### config.mk
export PLATFORM = sky130hd
export DESIGN_NAME = ats_timer_sync
export DESIGN_NICKNAME = d
export VERILOG_FILES = /design/src/hw/ats_pkg.sv /design/src/hw/ats_pin_sync.sv /design/src/hw/ats_timer_sync.sv
export SDC_FILE = /design/constraint.sdc
export NUM_CORES = 1
export LEC_CHECK = 0
export BUFFER_PORTS_ARGS = -buffer_cell sky130_fd_sc_hd__buf_2
export CELL_PAD_IN_SITES_DETAIL_PLACEMENT = 0
export CELL_PAD_IN_SITES_GLOBAL_PLACEMENT = 2
export CORE_MARGIN = 2
export CORE_UTILIZATION = 35
export DETAILED_ROUTE_END_ITERATION = 10
export PLACE_DENSITY = 0.87
export SETUP_SLACK_MARGIN = 0.05
export SYNTH_ARGS = -nofsm -noshare
export SYNTH_HDL_FRONTEND = slang
export SYNTH_SLANG_ARGS = --single-unit
### constraint.sdc
create_clock -name clk -period 5.5 [get_ports clk]
set_input_delay 0 -clock clk [delete_from_list [all_inputs] [get_ports clk]]
set_output_delay 0 -clock clk [all_outputs]
set_load 0.005 [all_outputs]
### src/hw/ats_pkg.sv
// Shared constants and carrier types for the asynchronous timer clock crossing
package ats_pkg;
  // Register byte offsets
  localparam logic [7:0] OFS_CTRL_A = 8'h00;
  localparam logic [7:0] OFS_CTRL_B = 8'h04;
  localparam logic [7:0] OFS_COUNT = 8'h08;
  localparam logic [7:0] OFS_CMP_A = 8'h0c;
  localparam logic [7:0] OFS_CMP_B = 8'h10;
  localparam logic [7:0] OFS_STATUS = 8'h14;
  localparam logic [7:0] OFS_GEN_CTRL = 8'h18;
  localparam logic [7:0] OFS_FLAGS = 8'h1c;
  localparam logic [7:0] OFS_IRQ_EN = 8'h20;
  // Index of each asynchronously written register; also its busy bit position
  localparam int IDX_CTRL_B = 0;
  localparam int IDX_CTRL_A = 1;
  localparam int IDX_CMP_B = 2;
  localparam int IDX_CMP_A = 3;
  localparam int IDX_COUNT = 4;
  localparam int NUM_ASYNC_REGS = 5;
  // Field positions
  localparam int POS_ASYNC_SEL = 5;
  localparam int POS_PRESC_RESET = 0;
  localparam int POS_CMP_A_TOGGLE = 6;
  localparam int POS_FLAG_OVF = 0;
  localparam int POS_FLAG_CMP_A = 1;
  localparam int POS_FLAG_CMP_B = 2;
  // Prescaler select codes in control B bits 2:0
  localparam logic [2:0] PSEL_STOP = 3'h0;
  localparam logic [2:0] PSEL_DIV1 = 3'h1;
  localparam logic [2:0] PSEL_DIV8 = 3'h2;
  localparam logic [2:0] PSEL_DIV32 = 3'h3;
  localparam logic [2:0] PSEL_DIV64 = 3'h4;
  localparam logic [2:0] PSEL_DIV128 = 3'h5;
  localparam logic [2:0] PSEL_DIV256 = 3'h6;
  localparam logic [2:0] PSEL_DIV1024 = 3'h7;
  // Reset values
  localparam logic [7:0] RST_REG = 8'h00;
  localparam logic [9:0] RST_PRESC = 10'h000;
  // Timing counts
  localparam logic [1:0] COMMIT_EDGES = 2'h2;
  localparam int FLAG_SYNC_CYCLES = 3;
  localparam int OSC_FREQ_HZ = 32768;

  typedef struct packed {
    logic psel;
    logic penable;
    logic pwrite;
    logic [7:0] paddr;
    logic [31:0] pwdata;
  } ats_apb_req_t;

  typedef struct packed {
    logic pready;
    logic pslverr;
    logic [31:0] prdata;
  } ats_apb_rsp_t;

  typedef struct packed {
    logic s1;
    logic s2;
    logic s3;
    logic level;
    logic rise;
  } ats_sync_t;
endpackage : ats_pkg

### src/hw/ats_pin_sync.sv
// Three-stage pin synchroniser with agreement filter and rising-edge pulse
`timescale 1ns/1ns
module ats_pin_sync (
  // Clock and reset
  input wire logic clk,
  input wire logic rst_n,
  // Pin side
  input wire logic pin,
  // Synchronised result
  output logic level,
  output logic rise
);
  import ats_pkg::*;

  ats_sync_t st;
  ats_sync_t next_st;

  always_comb begin
    next_st = st;
    next_st.s1 = pin;
    next_st.s2 = st.s1;
    next_st.s3 = st.s2;
    next_st.rise = 1'b0;
    // First stage feeds only the second; filter looks at stages two and three
    if (st.s2 == st.s3) begin
      next_st.level = st.s3;
      next_st.rise = st.s3 & ~st.level;
    end
  end

  always_ff @(posedge clk or negedge rst_n) begin
    if (!rst_n) begin
      st <= '0;
    end else begin
      st <= next_st;
    end
  end

  assign level = st.level;
  assign rise = st.rise;
endmodule : ats_pin_sync

### src/hw/ats_timer_sync.sv
// Timer clock source, prescaler and processor/oscillator register crossing
//
// Added by the designer: the APB interface to the registers and the register offsets.
`timescale 1ns/1ns
module ats_timer_sync #(
  parameter int COUNT_W = 8
) (
  // Clock and reset
  input wire logic clk,
  input wire logic rst_n,
  // APB slave
  input ats_pkg::ats_apb_req_t apb_req,
  output ats_pkg::ats_apb_rsp_t apb_rsp,
  // Oscillator pin and pin ownership
  input wire logic osc_in_pin,
  output logic osc_pins_release,
  output logic osc_run,
  // Sleep status from the power controller
  input wire logic sleep_active,
  input wire logic deep_sleep,
  // Timer results
  output logic compare_out,
  output logic [2:0] timer_flags,
  output logic wake_req
);
  import ats_pkg::*;

  typedef struct packed {
    logic [NUM_ASYNC_REGS-1:0][COUNT_W-1:0] dest;
    logic [NUM_ASYNC_REGS-1:0][COUNT_W-1:0] hold;
    logic [NUM_ASYNC_REGS-1:0] pend;
    logic [NUM_ASYNC_REGS-1:0] busy;
    logic [NUM_ASYNC_REGS-1:0][1:0] edges;
    logic [NUM_ASYNC_REGS-1:0] ack1;
    logic [NUM_ASYNC_REGS-1:0] ack2;
    logic async_sel;
    logic [9:0] presc;
    logic [COUNT_W-1:0] shadow;
    logic [FLAG_SYNC_CYCLES-1:0][2:0] fpipe;
    logic [2:0] flags;
    logic [2:0] irq_en;
    logic wake_pend;
    logic wake_req;
    logic cmp_out;
    logic [31:0] prdata;
    logic pslverr;
  } ats_state_t;

  ats_state_t st;
  ats_state_t next_st;
  logic osc_level;
  logic osc_rise;

  ats_pin_sync u_osc_sync (
    .clk(clk),
    .rst_n(rst_n),
    .pin(osc_in_pin),
    .level(osc_level),
    .rise(osc_rise)
  );

  // Mask of prescaler bits that must be all ones for a tick
  function automatic logic [9:0] presc_mask(input logic [2:0] sel);
    unique case (sel)
      PSEL_STOP: presc_mask = 10'h000;
      PSEL_DIV1: presc_mask = 10'h000;
      PSEL_DIV8: presc_mask = 10'h007;
      PSEL_DIV32: presc_mask = 10'h01f;
      PSEL_DIV64: presc_mask = 10'h03f;
      PSEL_DIV128: presc_mask = 10'h07f;
      PSEL_DIV256: presc_mask = 10'h0ff;
      PSEL_DIV1024: presc_mask = 10'h3ff;
    endcase
  endfunction : presc_mask

  // Register index for an async-written offset, or NUM_ASYNC_REGS if none
  function automatic int async_index(input logic [7:0] addr);
    unique case (addr)
      OFS_CTRL_A: async_index = IDX_CTRL_A;
      OFS_CTRL_B: async_index = IDX_CTRL_B;
      OFS_COUNT: async_index = IDX_COUNT;
      OFS_CMP_A: async_index = IDX_CMP_A;
      OFS_CMP_B: async_index = IDX_CMP_B;
      default: async_index = NUM_ASYNC_REGS;
    endcase
  endfunction : async_index

  logic src_edge;
  logic tick;
  logic match_a;
  logic match_b;
  logic ovf;
  logic [2:0] events;
  logic apb_wr;
  logic apb_setup;
  logic [COUNT_W-1:0] count;

  assign count = st.dest[IDX_COUNT];
  assign apb_wr = apb_req.psel & apb_req.penable & apb_req.pwrite;
  assign apb_setup = apb_req.psel & ~apb_req.penable;
  // Async source edges are seen through the pin synchroniser; sync source is every edge
  assign src_edge = st.async_sel ? osc_rise : 1'b1;
  // Tick is a one-cycle enable, never a derived clock
  assign tick = src_edge & (st.dest[IDX_CTRL_B][2:0] != PSEL_STOP) &
                ((st.presc & presc_mask(st.dest[IDX_CTRL_B][2:0])) ==
                 presc_mask(st.dest[IDX_CTRL_B][2:0]));
  assign ovf = tick & (count == {COUNT_W{1'b1}});
  assign match_a = tick & (count == st.dest[IDX_CMP_A]) &
                   ~st.busy[IDX_CMP_A] & ~st.busy[IDX_COUNT];
  assign match_b = tick & (count == st.dest[IDX_CMP_B]) &
                   ~st.busy[IDX_CMP_B] & ~st.busy[IDX_COUNT];
  assign events = {match_b, match_a, ovf};

  always_comb begin
    int idx;
    logic [2:0] flag_set;
    idx = async_index(apb_req.paddr);
    flag_set = 3'h0;
    next_st = st;
    next_st.ack1 = '0;
    next_st.ack2 = st.ack1;
    next_st.presc = src_edge ? 10'(st.presc + 10'h001) : st.presc;
    if (tick) begin
      next_st.dest[IDX_COUNT] = COUNT_W'(count + 1'b1);
    end
    if (match_a && st.dest[IDX_CTRL_A][POS_CMP_A_TOGGLE]) begin
      next_st.cmp_out = ~st.cmp_out;
    end
    // Commit held values on the second oscillator edge
    for (int i = 0; i < NUM_ASYNC_REGS; i++) begin
      if (st.pend[i] && osc_rise) begin
        next_st.edges[i] = 2'(st.edges[i] + 2'h1);
        if (2'(st.edges[i] + 2'h1) == COMMIT_EDGES) begin
          next_st.dest[i] = st.hold[i];
          next_st.pend[i] = 1'b0;
          next_st.edges[i] = 2'h0;
          next_st.ack1[i] = 1'b1;
        end
      end
      // A write below in the same cycle sets busy again and wins
      if (st.ack2[i]) begin
        next_st.busy[i] = 1'b0;
      end
    end
    // Shadow lags the counter by one oscillator edge
    if (st.async_sel && osc_rise) begin
      next_st.shadow = count;
    end
    // Async flags cross through a short pipeline; sync flags set at once
    next_st.fpipe[0] = st.async_sel ? events : 3'h0;
    for (int s = 1; s < FLAG_SYNC_CYCLES; s++) begin
      next_st.fpipe[s] = st.fpipe[s-1];
    end
    flag_set = st.async_sel ? st.fpipe[FLAG_SYNC_CYCLES-1] : events;
    if (sleep_active && st.async_sel && |(events & st.irq_en)) begin
      next_st.wake_pend = 1'b1;
    end
    if (st.wake_pend && src_edge) begin
      next_st.wake_req = 1'b1;
      next_st.wake_pend = 1'b0;
    end
    if (!sleep_active) begin
      next_st.wake_req = 1'b0;
      next_st.wake_pend = 1'b0;
    end
    // Register writes at the APB access phase
    if (apb_wr) begin
      if (idx < NUM_ASYNC_REGS) begin
        if (st.async_sel) begin
          // Only this register's holding slot is touched
          next_st.hold[idx] = apb_req.pwdata[COUNT_W-1:0];
          next_st.pend[idx] = 1'b1;
          next_st.edges[idx] = 2'h0;
          next_st.busy[idx] = 1'b1;
        end else begin
          next_st.dest[idx] = apb_req.pwdata[COUNT_W-1:0];
        end
      end
      unique case (apb_req.paddr)
        OFS_STATUS: next_st.async_sel = apb_req.pwdata[POS_ASYNC_SEL];
        OFS_GEN_CTRL: begin
          if (apb_req.pwdata[POS_PRESC_RESET]) begin
            next_st.presc = RST_PRESC;
          end
        end
        OFS_FLAGS: next_st.flags = st.flags & ~apb_req.pwdata[2:0];
        OFS_IRQ_EN: next_st.irq_en = apb_req.pwdata[2:0];
        default: next_st.flags = st.flags;
      endcase
    end
    // A flag event in the clearing cycle still lands
    next_st.flags = next_st.flags | flag_set;
    // Read data is prepared in the setup cycle
    if (apb_setup) begin
      next_st.prdata = 32'h0;
      next_st.pslverr = 1'b0;
      unique case (apb_req.paddr)
        OFS_CTRL_A: next_st.prdata[7:0] = st.dest[IDX_CTRL_A];
        OFS_CTRL_B: next_st.prdata[7:0] = st.dest[IDX_CTRL_B];
        OFS_COUNT: next_st.prdata[7:0] = st.async_sel ? st.shadow : count;
        OFS_CMP_A: next_st.prdata[7:0] = st.dest[IDX_CMP_A];
        OFS_CMP_B: next_st.prdata[7:0] = st.dest[IDX_CMP_B];
        OFS_STATUS: begin
          next_st.prdata[NUM_ASYNC_REGS-1:0] = st.busy;
          next_st.prdata[POS_ASYNC_SEL] = st.async_sel;
        end
        OFS_GEN_CTRL: next_st.prdata = 32'h0;
        OFS_FLAGS: next_st.prdata[2:0] = st.flags;
        OFS_IRQ_EN: next_st.prdata[2:0] = st.irq_en;
        default: next_st.pslverr = 1'b1;
      endcase
    end
  end

  always_ff @(posedge clk or negedge rst_n) begin
    if (!rst_n) begin
      st <= '0;
    end else begin
      st <= next_st;
    end
  end

  // Every access completes without wait states
  assign apb_rsp.pready = 1'b1;
  assign apb_rsp.pslverr = st.pslverr & apb_req.psel & apb_req.penable;
  assign apb_rsp.prdata = st.prdata;
  assign osc_pins_release = st.async_sel;
  assign osc_run = st.async_sel & ~deep_sleep;
  assign compare_out = st.cmp_out;
  assign timer_flags = st.flags;
  assign wake_req = st.wake_req;
endmodule : ats_timer_sync

Yosys cells after proc, flatten, opt, wreduce, memory -nomap -nowiden
Memory sizes are Yosys's and may differ from the RTL's.
Index checks and enable logic that the tools add are counted.
Storage, ports and cells
  flip-flop bits (word level): 161
  input bits: 48
  output and inout port bits: 41
  ROM bits: 160
  memories: 2
  logic and storage cells: 197
Memory list
  (no name shown): words 8, bits a word 10, read ports 1, clocked after memory_dff 0, wr ports 0, line ats_timer_sync.sv:64  | unique case (sel)
  (no name shown): words 8, bits a word 10, read ports 1, clocked after memory_dff 0, wr ports 0, line ats_timer_sync.sv:64
Operators by class
  reductions and logical operators: 18
  add/sub/neg operators: 7
  bitwise gates (word level): 32
  $lt $le $gt $ge: 3
  equality and inequality tests: 20
  mux-type cells: 78
Operators with widths (number)
  100-bit two-way mux: 2
  8-bit two-way mux: 13
  40-bit bitwise mux: 2
  60-bit two-way mux: 1
  10-bit two-way mux: 4
  40-bit two-way mux: 1
  8-bit by 5-bit equality test with 1-bit output, second input constant: 4
  32-bit by 1-bit greater-or-equal comparator with 1-bit output, second input constant: 1
  32-bit by 4-bit less-than comparator with 1-bit output, second input constant: 1
  32-bit by 5-bit less-than comparator with 1-bit output, second input constant: 1
  1-bit two-way mux: 30
  2-bit two-way mux: 13
  8-bit demux with 3-bit select: 1
  3-bit one-hot mux with 8 select lines: 1
  10-bit AND: 2
  3-bit one-hot mux with 6 select lines: 1
  1-bit AND: 16
  8-bit by 4-bit equality test with 1-bit output, second input constant: 2
  8-bit equality test: 2
  3-bit one-hot mux with 5 select lines: 1
  3-bit two-way mux: 4
  1-bit logical AND: 11
  10-bit by 1-bit adder with 10-bit output, second input constant: 1
  2-bit by 1-bit adder with 2-bit output, second input constant: 5
  other kinds (25): 38

Logic depth before layout (Yosys ltp)
Gate-level depths: netlist of run 1.
An unclocked memory read counts as a cell.
  depth after elaboration: 13
  depth in mapped cells: 8
  mapped depth without buffers: 7

Hierarchy
Synthesis of run 1 repeated with hierarchy kept, for this count alone.
Unflattened totals
  cells, all modules: 762
  area, all modules: 7771.2 um2
Modules (own cells, without submodules)
  ats_timer_sync: instances 1, seq. area each 3903.7 um2, cells an instance 755, area an instance 7624.8 um2
  ats_pin_sync: instances 1, seq. area each 125.1 um2, cells an instance 7, area an instance 146.4 um2

Least setup slack after synthesis of run 1
No wires, ideal clock.
  path kind: flip-flop to flip-flop
  from: register st, in the netlist osc_pins_release
  to: register st, in the netlist compare_out
  cell stages (with the launch flop): 9
  arrival time: 1.730 ns
  setup time: 0.123 ns
  required time: 5.377 ns
  period minus slack after synthesis: 1.853 ns
  path slack: 3.647 ns
  path buffers: 2
  path through: dfrtp_1 -> buf_6 -> clkinv_2 -> nor2_1 -> or4_1 -> buf_2 -> nor3_2 -> nand2_1 -> xnor2_1
On the way
  cells in the longest elaborated chain, start to end: 7
Ends and longest elaborated chain
  from (decl): line ats_timer_sync.sv:49  | ats_state_t st;
  from (signal assigned): line ats_timer_sync.sv:219  | st <= next_st;
  1-bit two-way mux: line ats_timer_sync.sv:102  | assign src_edge = st.async_sel ? osc_rise : 1'b1;
  1-bit AND (2 in series): line ats_timer_sync.sv:104  | assign tick = src_edge & (st.dest[IDX_CTRL_B][2:0] != PSEL_STOP) &
  1-bit AND (2 in series): line ats_timer_sync.sv:108  | assign match_a = tick & (count == st.dest[IDX_CMP_A]) &
  1-bit AND: line ats_timer_sync.sv:109  | ~st.busy[IDX_CMP_A] & ~st.busy[IDX_COUNT];
  1-bit logical AND: line ats_timer_sync.sv:126  | if (match_a && st.dest[IDX_CTRL_A][POS_CMP_A_TOGGLE]) begin
No other way between the ends.
A chain may end at the register's enable or synchronous reset.

==> results by group, run 1 <==
Job
  – Max-Cap Viols: 0

Clock tree
  – Clock transition at path regs: roughly 60 ps
  – Clock root buffer master: clkbuf_16
  – CTS buffer count: 17
  – CTS max path bufs: 2
  – Sink Count: ~160
  – CTS H-tree depth: 4
  – Worst skew pair latency: about 430 ps
  – Setup bufs post-CTS: 0
  – CTS tree: built

Power
  – Switching Fraction: 28.76%
  – Comb power frac: between 15 and 20%
  – Clk pwr share: between 30% and 40%
  – P per Cell Area: around 370 nW/um2
  – Leakage power total: between 4 and 5 nW
  – Worst VDD drop: 0.1713 mV
  – Total power: 3.275 mW
  – NetSw: 942.0 uW
  – Internal power: between 2 and 2.5 mW
  – Seq pwr share: between 40% and 50%

STA
  – Setup violations, final: 0
  – Worst slew pin tran: approximately 1000 ps
  – Fin crit period: 2825 ps
  – Slew HR: about 33%
  – Final TNS setup: 0 ps
  – Max Fclk: 354.0 MHz
  – Clk_skew: roughly 9.5 ps
  – Hold Slack: between 20 and 30 ps
  – Slew Limit Fails: 0
  – Post-route clock period utilization: about half
  – Final Hold Violating Endpoints: 0
  – Unrepaired setup endpoints after global routing: no

Global routing
  – Initial antenna violation count: 1
  – First-pass GRT wire length: around 30000 um
  – Total GRT Usage: around 17%
  – Vias in the first global route: roughly 5200
  – Gr ovfl total: 0
  – Largest net degree at the start of global routing: slightly above 100

Finish
  – Multi-input logic area: between 3000 and 4000 um2
  – ANT cells: 0
  – Final instance area: 8776 um2
  – Total area of sequential cells: approximately 4000 um2
  – Ratio of cells with drive above 1 in the final layout: 16.52%
  – Layout fillers: 2192
  – Nets@finish: approximately 840
  – Finished Core Util: about 40%
  – P&R area growth vs syn: 11.03%

Synthesis
  – Mean Syn Cell Area: 10.15 um2
  – Main synth FF type: dfrtp_1
  – Post-Synthesis Cell Area: between 7000 and 8000 um2
  – Seq/Total Area, Yosys: around 50%
  – Mapped Cells: approximately 800
  – Asr flop ratio synth: between 90% and 100%
  – Flip-flop and latch count after synthesis: 161
  – Ys Warns: 0
  – Post-synthesis cell type count: 68
  – EDFF count, synth: 0

Hold path
  – Min-delay worst type: primary input to flip-flop

Floorplanning
  – I/O pin total: 89
  – Die area: approximately 24000 um2
  – Die Span X: approximately 150 um
  – Site row count: 54
  – Placeable Area: about 22000 um2
  – Die height: roughly 150 um
  – Initial Util: 35.88%

Setup path
  – Slowest stage delay, CP: just under 900 ps
  – Worst Path Max Fanout: 20
  – Crit path launch type: flip-flop
  – Critical path capture point type: flip-flop
  – Worst path required time: approximately 5800 ps
  – Worst setup path class: flip-flop to flip-flop
  – Worst R2R Setup Slack: 2680 ps
  – Top delay family on crit path: simple AND/OR/NAND/NOR gates
  – Slowest cell on the critical path: dfrtp_1
  – Worst Path Arrival: 3140 ps
  – Crit path cell chain: clkinv_2 -> nor2_1 -> nand2_1 -> mux2_2
  – Buf/Inv on CP: 1

Placed design
  – Routability cong.: around 0.9
  – Dpl cell area: 8071 um2
  – Port Buffers: 39
  – Post-DP HPWL: approximately 13000 um

Run status
  – Outcome: complete, no violations

Route
  – Drt first pass iters: 7
  – Final wirelength: between 15000 and 20000 um
  – First DRT Iteration DRCs: roughly 390
  – ANT nets after route: 0
  – Via count: 5462
  – Vias/cell: roughly 5
  – WL/cell: roughly 18 um
  – Remaining DRCs: 0
-- cells in the final DEF (no fill, tap or decap), types with 7 or more instances in the layout --
cell type,count
dfrtp_1,161
xnor2_1,7
nand3_1,24
a21oi_1,33
nor2_1,77
xor2_1,30
a31oi_1,21
o21ai_1,15
nand2_1,113
nor2b_1,8
clkbuf_16,17
dlygate4sd3_1,12
and3_1,13
inv_1,12
nor3_1,8
conb_1,25
mux2_1,7
mux2_4,7
mux2_2,37
mux2i_1,29
buf_2,38
-- cells in the mapped netlist, types with 4 or more instances --
cell / instances / area [um2]
dfrtp_1: 161 / 4029
nand2_1: 113 / 424.2
nor2_1: 77 / 289.0
buf_4: 37 / 277.8
mux2_2: 37 / 416.7
a21oi_1: 33 / 165.2
xor2_1: 30 / 262.8
mux2i_1: 29 / 290.3
clkbuf_1: 24 / 90.09
nand3_1: 24 / 120.1
a31oi_1: 21 / 131.4
o21ai_1: 15 / 75.07
and3_1: 13 / 81.33
buf_2: 13 / 65.06
inv_1: 12 / 45.04
nor2b_1: 8 / 50.05
nor3_1: 8 / 40.04
mux2_1: 7 / 78.83
mux2_4: 7 / 105.1
xnor2_1: 7 / 61.31
a21o_1: 6 / 45.04
a22oi_1: 6 / 45.04
nor3_2: 6 / 60.06
o21ai_0: 6 / 30.03
o22ai_1: 6 / 37.54
buf_1: 5 / 18.77
nor4_1: 5 / 31.28
nand2b_1: 4 / 25.02
nand4_1: 4 / 25.02
-- routing by layer --
layer,share of wire [%],vias to the layer above,track usage [%]
li1,-,2635,-
met1,48,2662,24.13
met2,45,142,25.62
met3,4.7,21,3.278
met4,1.6,2,5.732
met5,0.068,-,0
-- worst min-delay path, cell delays in order --
cell     delay [ps]
buf_2           140
nor4_1           70
a31oi_1         140
o21ai_1          60
-- area by class of cell --
type	count	area share [%]
clock inverter	9	1.212
clock buffer	23	5.446
multi-input combinational	543	38.91
inverter	16	0.6986
tap	280	3.992
timing repair buffer	53	3.835
sequential	161	45.91
-- power by group through the flow --
stage | sequential, mW | clock, mW | combinational [mW]
finish | 1.59 | 1.17 | 0.511
global route | 1.62 | 1.24 | 0.581
CTS | 1.59 | 1.19 | 0.515
detailed placement | 1.61 | 0 | 0.506
global placement | 1.61 | 0 | 0.498
floorplan | 1.49 | 0 | 0.459
-- stage by stage --
stage / cells / setup WS, ps
after global placement: 1041 / 2684
after CTS: 1085 / 2726
after global routing: 1085 / 2554
final: 1085 / 2675
after detailed placement: 1041 / 2742
after floorplan: 802 / 3647
-- cells by family (layout without fill, tap and decap cells) --
logic type | count (synthesis) | after routing | synth area share (%)
flip-flops | 161 | 161 | 50.97
adder cells (fa/ha/maj) | 3 | 3 | 0.4432
other | 2 | 25 | 0.09502
AND/OR/NAND/NOR | 285 | 285 | 17.19
AO/OA/AOI/OAI | 112 | 112 | 8.723
buffers and inverters | 98 | 101 | 6.918
XOR/XNOR | 37 | 37 | 4.100
multiplexers | 81 | 81 | 11.56
-- path summary, 6_finish.rpt --
kind / start / end / depth (start not counted)
min in group asynchronous: rst_n / st[87] / 2
max in group asynchronous: rst_n / st[84] / 3
worst min register to register: next_st[73] / st[73] / 0
worst max-delay path: osc_pins_release / flip-flop / 4
worst max register to register: osc_pins_release / flip-flop / 4
worst min-delay path: apb_req[39] / apb_rsp[1] / 4
-- timing repair --
item	in CTS	in global routing
hold endpoints to repair	137	0
resized for setup	0	0
hold buffers	12	0
Note: power is estimated with default switching activity, not from simulation.
==> run 2: changes to the inputs <==
==> constraint.sdc (replaced) <==
create_clock -name clk -period 2.7 [get_ports clk]
set_input_delay 0 -clock clk [delete_from_list [all_inputs] [get_ports clk]]
set_output_delay 0 -clock clk [all_outputs]
set_load 0.005 [all_outputs]
==> run 2 against run 1 <==
Effect of this change: register-to-register slack worse by 2100 ps; final cell count is 1.0% higher; count of clock-buffer cells in the layout shrank 2.
==> results by group, run 2 (synthesis results as in run 1) <==
Setup path
  – Critical path capture point type: flip-flop
  – Worst Reg-to-Reg Cells: 5
  – Worst Path Max Fanout: 8
  – Slowest cell on the critical path: or4_1
  – Worst path required time: 3000 ps
  – Crit path cell chain: a21oi_1 -> o22ai_1 -> or4_1 -> buf_4 -> o41ai_1
  – Worst R2R Setup Slack: between 600 and 700 ps
  – Crit path launch type: flip-flop
  – Setup crit end: timer_flags[2]
  – Worst R2R End: timer_flags[2]
  – Slowest stage delay, CP: about 540 ps
  – Worst r2r src: st[141]
  – Worst setup path class: flip-flop to flip-flop
  – Worst Path Arrival: 2400 ps
  – Critical path origin: st[141]

Run status
  – Outcome: complete, no violations

Finish
  – Ratio of cells with drive above 1 in the final layout: a little under a fifth
  – Nets@finish: approximately 850
  – ANT cells: 0
  – Commonest non-fill, non-tap cell in the layout: dfrtp_1
  – P&R area growth vs syn: 12.81%
  – Commonest cells after routing, fill and taps aside: dfrtp_1, nand2_1, nor2_1, buf_2, mux2_2

Floorplanning
  – Initial Util: a little over a third
  – Site row count: 54
  – Die area: 23800 um2
  – Placeable Area: 22030 um2
  – I/O pin total: 89
  – Die Span X: ~150 um
  – Die height: 154.3 um

Clock tree
  – Worst skew pair latency: roughly 430 ps
  – CTS buffer count: 17
  – Setup bufs post-CTS: 0
  – Sink Count: about 160
  – Clock root buffer master: clkbuf_16
  – Clock transition at path regs: 60 ps
  – CTS tree: built
  – CTS H-tree depth: 4
  – Post-CTS Hold Buffers: 11
  – CTS max path bufs: 2
  – # resized after CTS: 0

Hold path
  – Min-delay worst type: primary input to flip-flop

Global routing
  – Total GRT Usage: approximately 17%
  – First-pass GRT wire length: approximately 31000 um
  – Vias in the first global route: between 5000 and 6000
  – Gr ovfl total: 0
  – Initial antenna violation count: 0
  – Largest net degree at the start of global routing: 75

Placed design
  – Routability cong.: between 0.9 and 1
  – Post-DP HPWL: 13550 um
  – Port Buffers: 39

Power
  – Comb power frac: 15.3%
  – Switching Fraction: between 20 and 30%
  – Internal power: around 4.9 mW
  – Worst VDD drop: about 0.39 mV
  – Leakage power total: 4.285 nW
  – Clk pwr share: approximately 37%
  – P per Cell Area: roughly 770 nW/um2
  – NetSw: between 1.5 and 2 mW
  – Seq pwr share: a little under half

STA
  – Post-route clock period utilization: between 70% and 80%
  – Fin crit period: between 2000 and 2500 ps
  – Slew HR: about half
  – Final TNS setup: 0 ps
  – Slew Limit Fails: 0
  – Worst slew pin tran: 731.5 ps
  – Max Fclk: roughly 480 MHz
  – Final Hold Violating Endpoints: 0
  – Hold Slack: between 40 and 50 ps
  – Clk_skew: between 9 and 10 ps
  – Setup violations, final: 0
  – Unrepaired setup endpoints after global routing: no

Route
  – First DRT Iteration DRCs: ~330
  – Final wirelength: between 15000 and 20000 um
  – Remaining DRCs: 0
  – M1 WL: 9345 um
  – WL met3: 954 um
  – DR top layer: met4
  – ANT nets after route: 0
  – Drt first pass iters: 5
  – Met2 wire len: just under 9000 um
  – Via count: about 5500
  – WL/cell: 17.72 um
  – Vias/cell: between 5 and 6

Job
  – Max-Cap Viols: 0
## run 2: changes by cell type in the layout (fill, tap and decap cells not counted)
cell,change
clkinv_2,-2
dlygate4sd3_1,-1
bufinv_16,+1
clkbuf_8,+1
clkbuf_1,-3
buf_4,+11
buf_12,+1
inv_6,+1
clkinv_4,+1
clkinvlp_4,+1
## run 2: layout make-up
class                      count  area (um2)
sequential                   161        4029
tap                          280       350.3
clock inverter                11       151.4
clock buffer                  21       480.5
timing repair buffer          64       429.2
inverter                      16       61.31
fill                        2193       13110
multi-input combinational    543        3415
## run 2: critical path, delay by kind of cell, from the launching register on
kind,cells,cell delay [ps]
and+or+nand+nor,1,540
buffers and inverters,1,210
AOI/OAI and AO/OA,3,690
DFF,1,520
## run 2: power groups by stage
stage          clock network (mW)  logic (mW)  registers, mW
2_1_floorplan                   0       0.936           3.04
6_report                     2.54        1.04           3.25
5_1_grt                      2.71        1.20           3.30
3_3_place_gp                    0        1.03           3.29
3_5_place_dp                    0        1.04           3.29
4_1_cts                      2.59        1.06           3.25
## run 2: how the worst min path moves through the flow
stage,startpoint,endpoint,slack [ps],cells past startpoint
6_report,apb_req[38],apb_rsp[1],50,4
5_1_grt,apb_req[38],apb_rsp[1],60,4
4_1_cts,apb_req[39],apb_rsp[1],10,4
3_5_place_dp,rst_n,st[87],90,1
3_3_place_gp,rst_n,st[86],90,1
2_1_floorplan,rst_n,async pin,-300,0
## run 2: metrics by stage
step | instance area, um2 | util (%) | total power [mW] | setup WS (ps) | instances
2_1_floorplan | 7990 | - | 3.975 | 847.0 | 802
3_3_place_gp | 8174 | 37.11 | 4.315 | 676.0 | 1053
3_5_place_dp | 8174 | 37.11 | 4.336 | 652.5 | 1053
4_1_cts | 8916 | 40.48 | 6.899 | 638.3 | 1096
5_1_grt | 8916 | 40.48 | 7.214 | 474.3 | 1096
6_report | 8916 | 40.48 | 6.830 | 606.0 | 1096
## run 2: metal layers
layer,track usage (%),vias to the layer above
li1,-,2655
met3,3.278,24
met4,6.041,0
met1,25.11,2687
met2,26.07,136
met5,0,-
==> run 3: changes to the inputs <==
--- a/config.mk
+++ b/config.mk
@@ -9,9 +9,9 @@
 export CELL_PAD_IN_SITES_DETAIL_PLACEMENT = 0
 export CELL_PAD_IN_SITES_GLOBAL_PLACEMENT = 2
 export CORE_MARGIN = 2
-export CORE_UTILIZATION = 35
+export CORE_UTILIZATION = 34
 export DETAILED_ROUTE_END_ITERATION = 10
-export PLACE_DENSITY = 0.87
+export PLACE_DENSITY = 0.88
 export SETUP_SLACK_MARGIN = 0.05
 export SYNTH_ARGS = -nofsm -noshare
 export SYNTH_HDL_FRONTEND = slang
==> constraint.sdc (replaced) <==
create_clock -name clk -period 1.9 [get_ports clk]
set_input_delay 0 -clock clk [delete_from_list [all_inputs] [get_ports clk]]
set_output_delay 0 -clock clk [all_outputs]
set_load 0.005 [all_outputs]
==> run 3 against run 2 <==
Effect of this change: sequential power increased by 38%; die area rose by 2.9%; total power grew 47%; via count rose by 4.7%; critical endpoint is now count[4]; largest power group unchanged; highest routed layer unchanged.
==> results by group, run 3 (synthesis results as in run 1) <==
Global routing
  – Total GRT Usage: between 10% and 20%
  – Largest net degree at the start of global routing: between 60 and 70
  – First-pass GRT wire length: 31720 um
  – Gr ovfl total: 0
  – Initial antenna violation count: 0
  – Vias in the first global route: approximately 5500

Floorplanning
  – Die Span X: roughly 160 um
  – I/O pin total: between 80 and 90
  – Die height: 156.5 um
  – Initial Util: 34.80%
  – Placeable Area: ~23000 um2
  – Site row count: 55
  – Die area: 24480 um2

Setup path
  – Worst path required time: 2210 ps
  – Critical path capture point type: flip-flop
  – Worst Path Max Fanout: 8
  – Crit path launch type: flip-flop
  – Worst Path Arrival: between 2000 and 2500 ps
  – Worst setup path class: flip-flop to flip-flop

STA
  – Final Hold Violating Endpoints: 0
  – Slew Limit Fails: 0
  – Hold Slack: roughly 39 ps
  – Post-route clock period utilization: between 90% and 100%
  – Slew HR: roughly two thirds
  – Fin crit period: approximately 1900 ps
  – Setup violations, final: 0
  – Worst slew pin tran: ~530 ps
  – Max Fclk: 537.3 MHz
  – Clk_skew: ~9 ps
  – Unrepaired setup endpoints after global routing: yes

Finish
  – Nets@finish: around 900
  – Fin cells: 1162
  – Layout fillers: approximately 2200
  – Commonest non-fill, non-tap cell in the layout: dfrtp_1
  – P&R area growth vs syn: 19.50%
  – Ratio of cells with drive above 1 in the final layout: about 25%
  – ANT cells: 0
  – Commonest cells after routing, fill and taps aside: dfrtp_1, nand2_1, nor2_1, buf_4, buf_2

Route
  – WL/cell: 17.40 um
  – Final wirelength: about 20000 um
  – First DRT Iteration DRCs: 449
  – Vias/cell: approximately 5.0
  – Remaining DRCs: 0
  – ANT nets after route: 0
  – Drt first pass iters: 5
  – Via count: 5761

Clock tree
  – Clock transition at path regs: approximately 70 ps
  – CTS H-tree depth: 4
  – Clock root buffer master: clkbuf_16
  – CTS tree: built
  – CTS buffer count: 17
  – CTS max path bufs: 2
  – Worst skew pair latency: between 400 and 500 ps
  – Sink Count: between 150 and 200

Job
  – Max-Cap Viols: 0

Power
  – Leakage power total: between 4 and 5 nW
  – P per Cell Area: between 1000 and 1500 nW/um2
  – Worst VDD drop: ~0.6 mV

Placed design
  – Dpl cells: approximately 1100
  – Port Buffers: 39
  – Routability cong.: 0.9193
  – Post-DP HPWL: between 10000 and 15000 um

Run status
  – Outcome: complete, no violations

Hold path
  – Min-delay worst type: primary input to flip-flop
-- run 3: changes by cell type in the layout (fill, tap and decap cells not counted), moves of 2 or more --
cell     before  now
nor4_1        5    3
dfrtp_1     161  158
buf_12        1    3
buf_4        13   71
nor4_2        1    3
dfrtp_2       0    3
-- run 3: final cells by class --
cell class	count	area [um2]	share of cell area (%)
Inverter	16	61.31	0.6491
Clock inverter	11	152.6	1.616
Clock buffer	21	470.5	4.981
Sequential cell	161	4033	42.69
Timing Repair Buffer	125	915.9	9.697
Multi-Input combinational cell	543	3456	36.59
Tap cell	285	356.6	3.775
-- run 3: metrics by stage --
step	power [mW]	util, %	setup TNS, ps	worst slack (ps)	cell area (um2)
2_1_floorplan	5.649	-	0	52.71	7993
3_3_place_gp	6.383	38.05	0	13.31	8641
3_5_place_dp	6.424	38.05	-68.59	-26.28	8641
4_1_cts	10.07	41.34	0	54.51	9389
5_1_grt	10.53	41.59	-114.9	-39.79	9445
6_report	10.03	41.59	0	38.92	9445
-- run 3: path summary, 6_finish.rpt --
kind / endpoint / cells after the start / slack, ps / startpoint
max in group asynchronous: st[140] / 3 / 1070 / rst_n
hold reg to reg: st[71] / 0 / 340 / next_st[71]
setup / recovery: count[4] / 7 / 40 / st[141]
setup reg to reg: count[4] / 7 / 40 / st[141]
hold / removal: apb_rsp[1] / 4 / 40 / apb_req[38]
min in group asynchronous: st[96] / 2 / 90 / rst_n
-- run 3: per-layer routing --
layer | share of wire (%) | track usage (%) | up-vias
li1 | - | - | 2784
met1 | 49 | 24.26 | 2838
met2 | 45 | 26.68 | 116
met3 | 3.6 | 2.963 | 23
met4 | 2.2 | 6.160 | 0
met5 | 0 | 0 | -
-- run 3: critical path, stage by stage, from the launching register on --
cell and delay (ps):
dfrtp_2 460, a21oi_2 150, o22ai_2 90, or4_4 540, buf_6 160, nor2b_2 130
xnor2_1 130, o21ai_1 80
-- run 3: what timing repair did --
item | CTS | global route
buffers inserted | 0 | 3
endpoints found under the hold margin | 87 | 0
endpoints found under the setup margin | 7 | 13
pin swaps | 0 | 5
hold buffers | 11 | 0
resized for setup | 6 | 5
-- run 3: power breakdown --
group	internal, mW	total (mW)	leakage (nW)	switching [mW]
Sequential	3.96	4.48	2.02	0.514
Clock	2.18	3.60	0.296	1.41
Combinational	0.992	1.95	2.27	0.959
Total	7.14	10.0	4.59	2.89
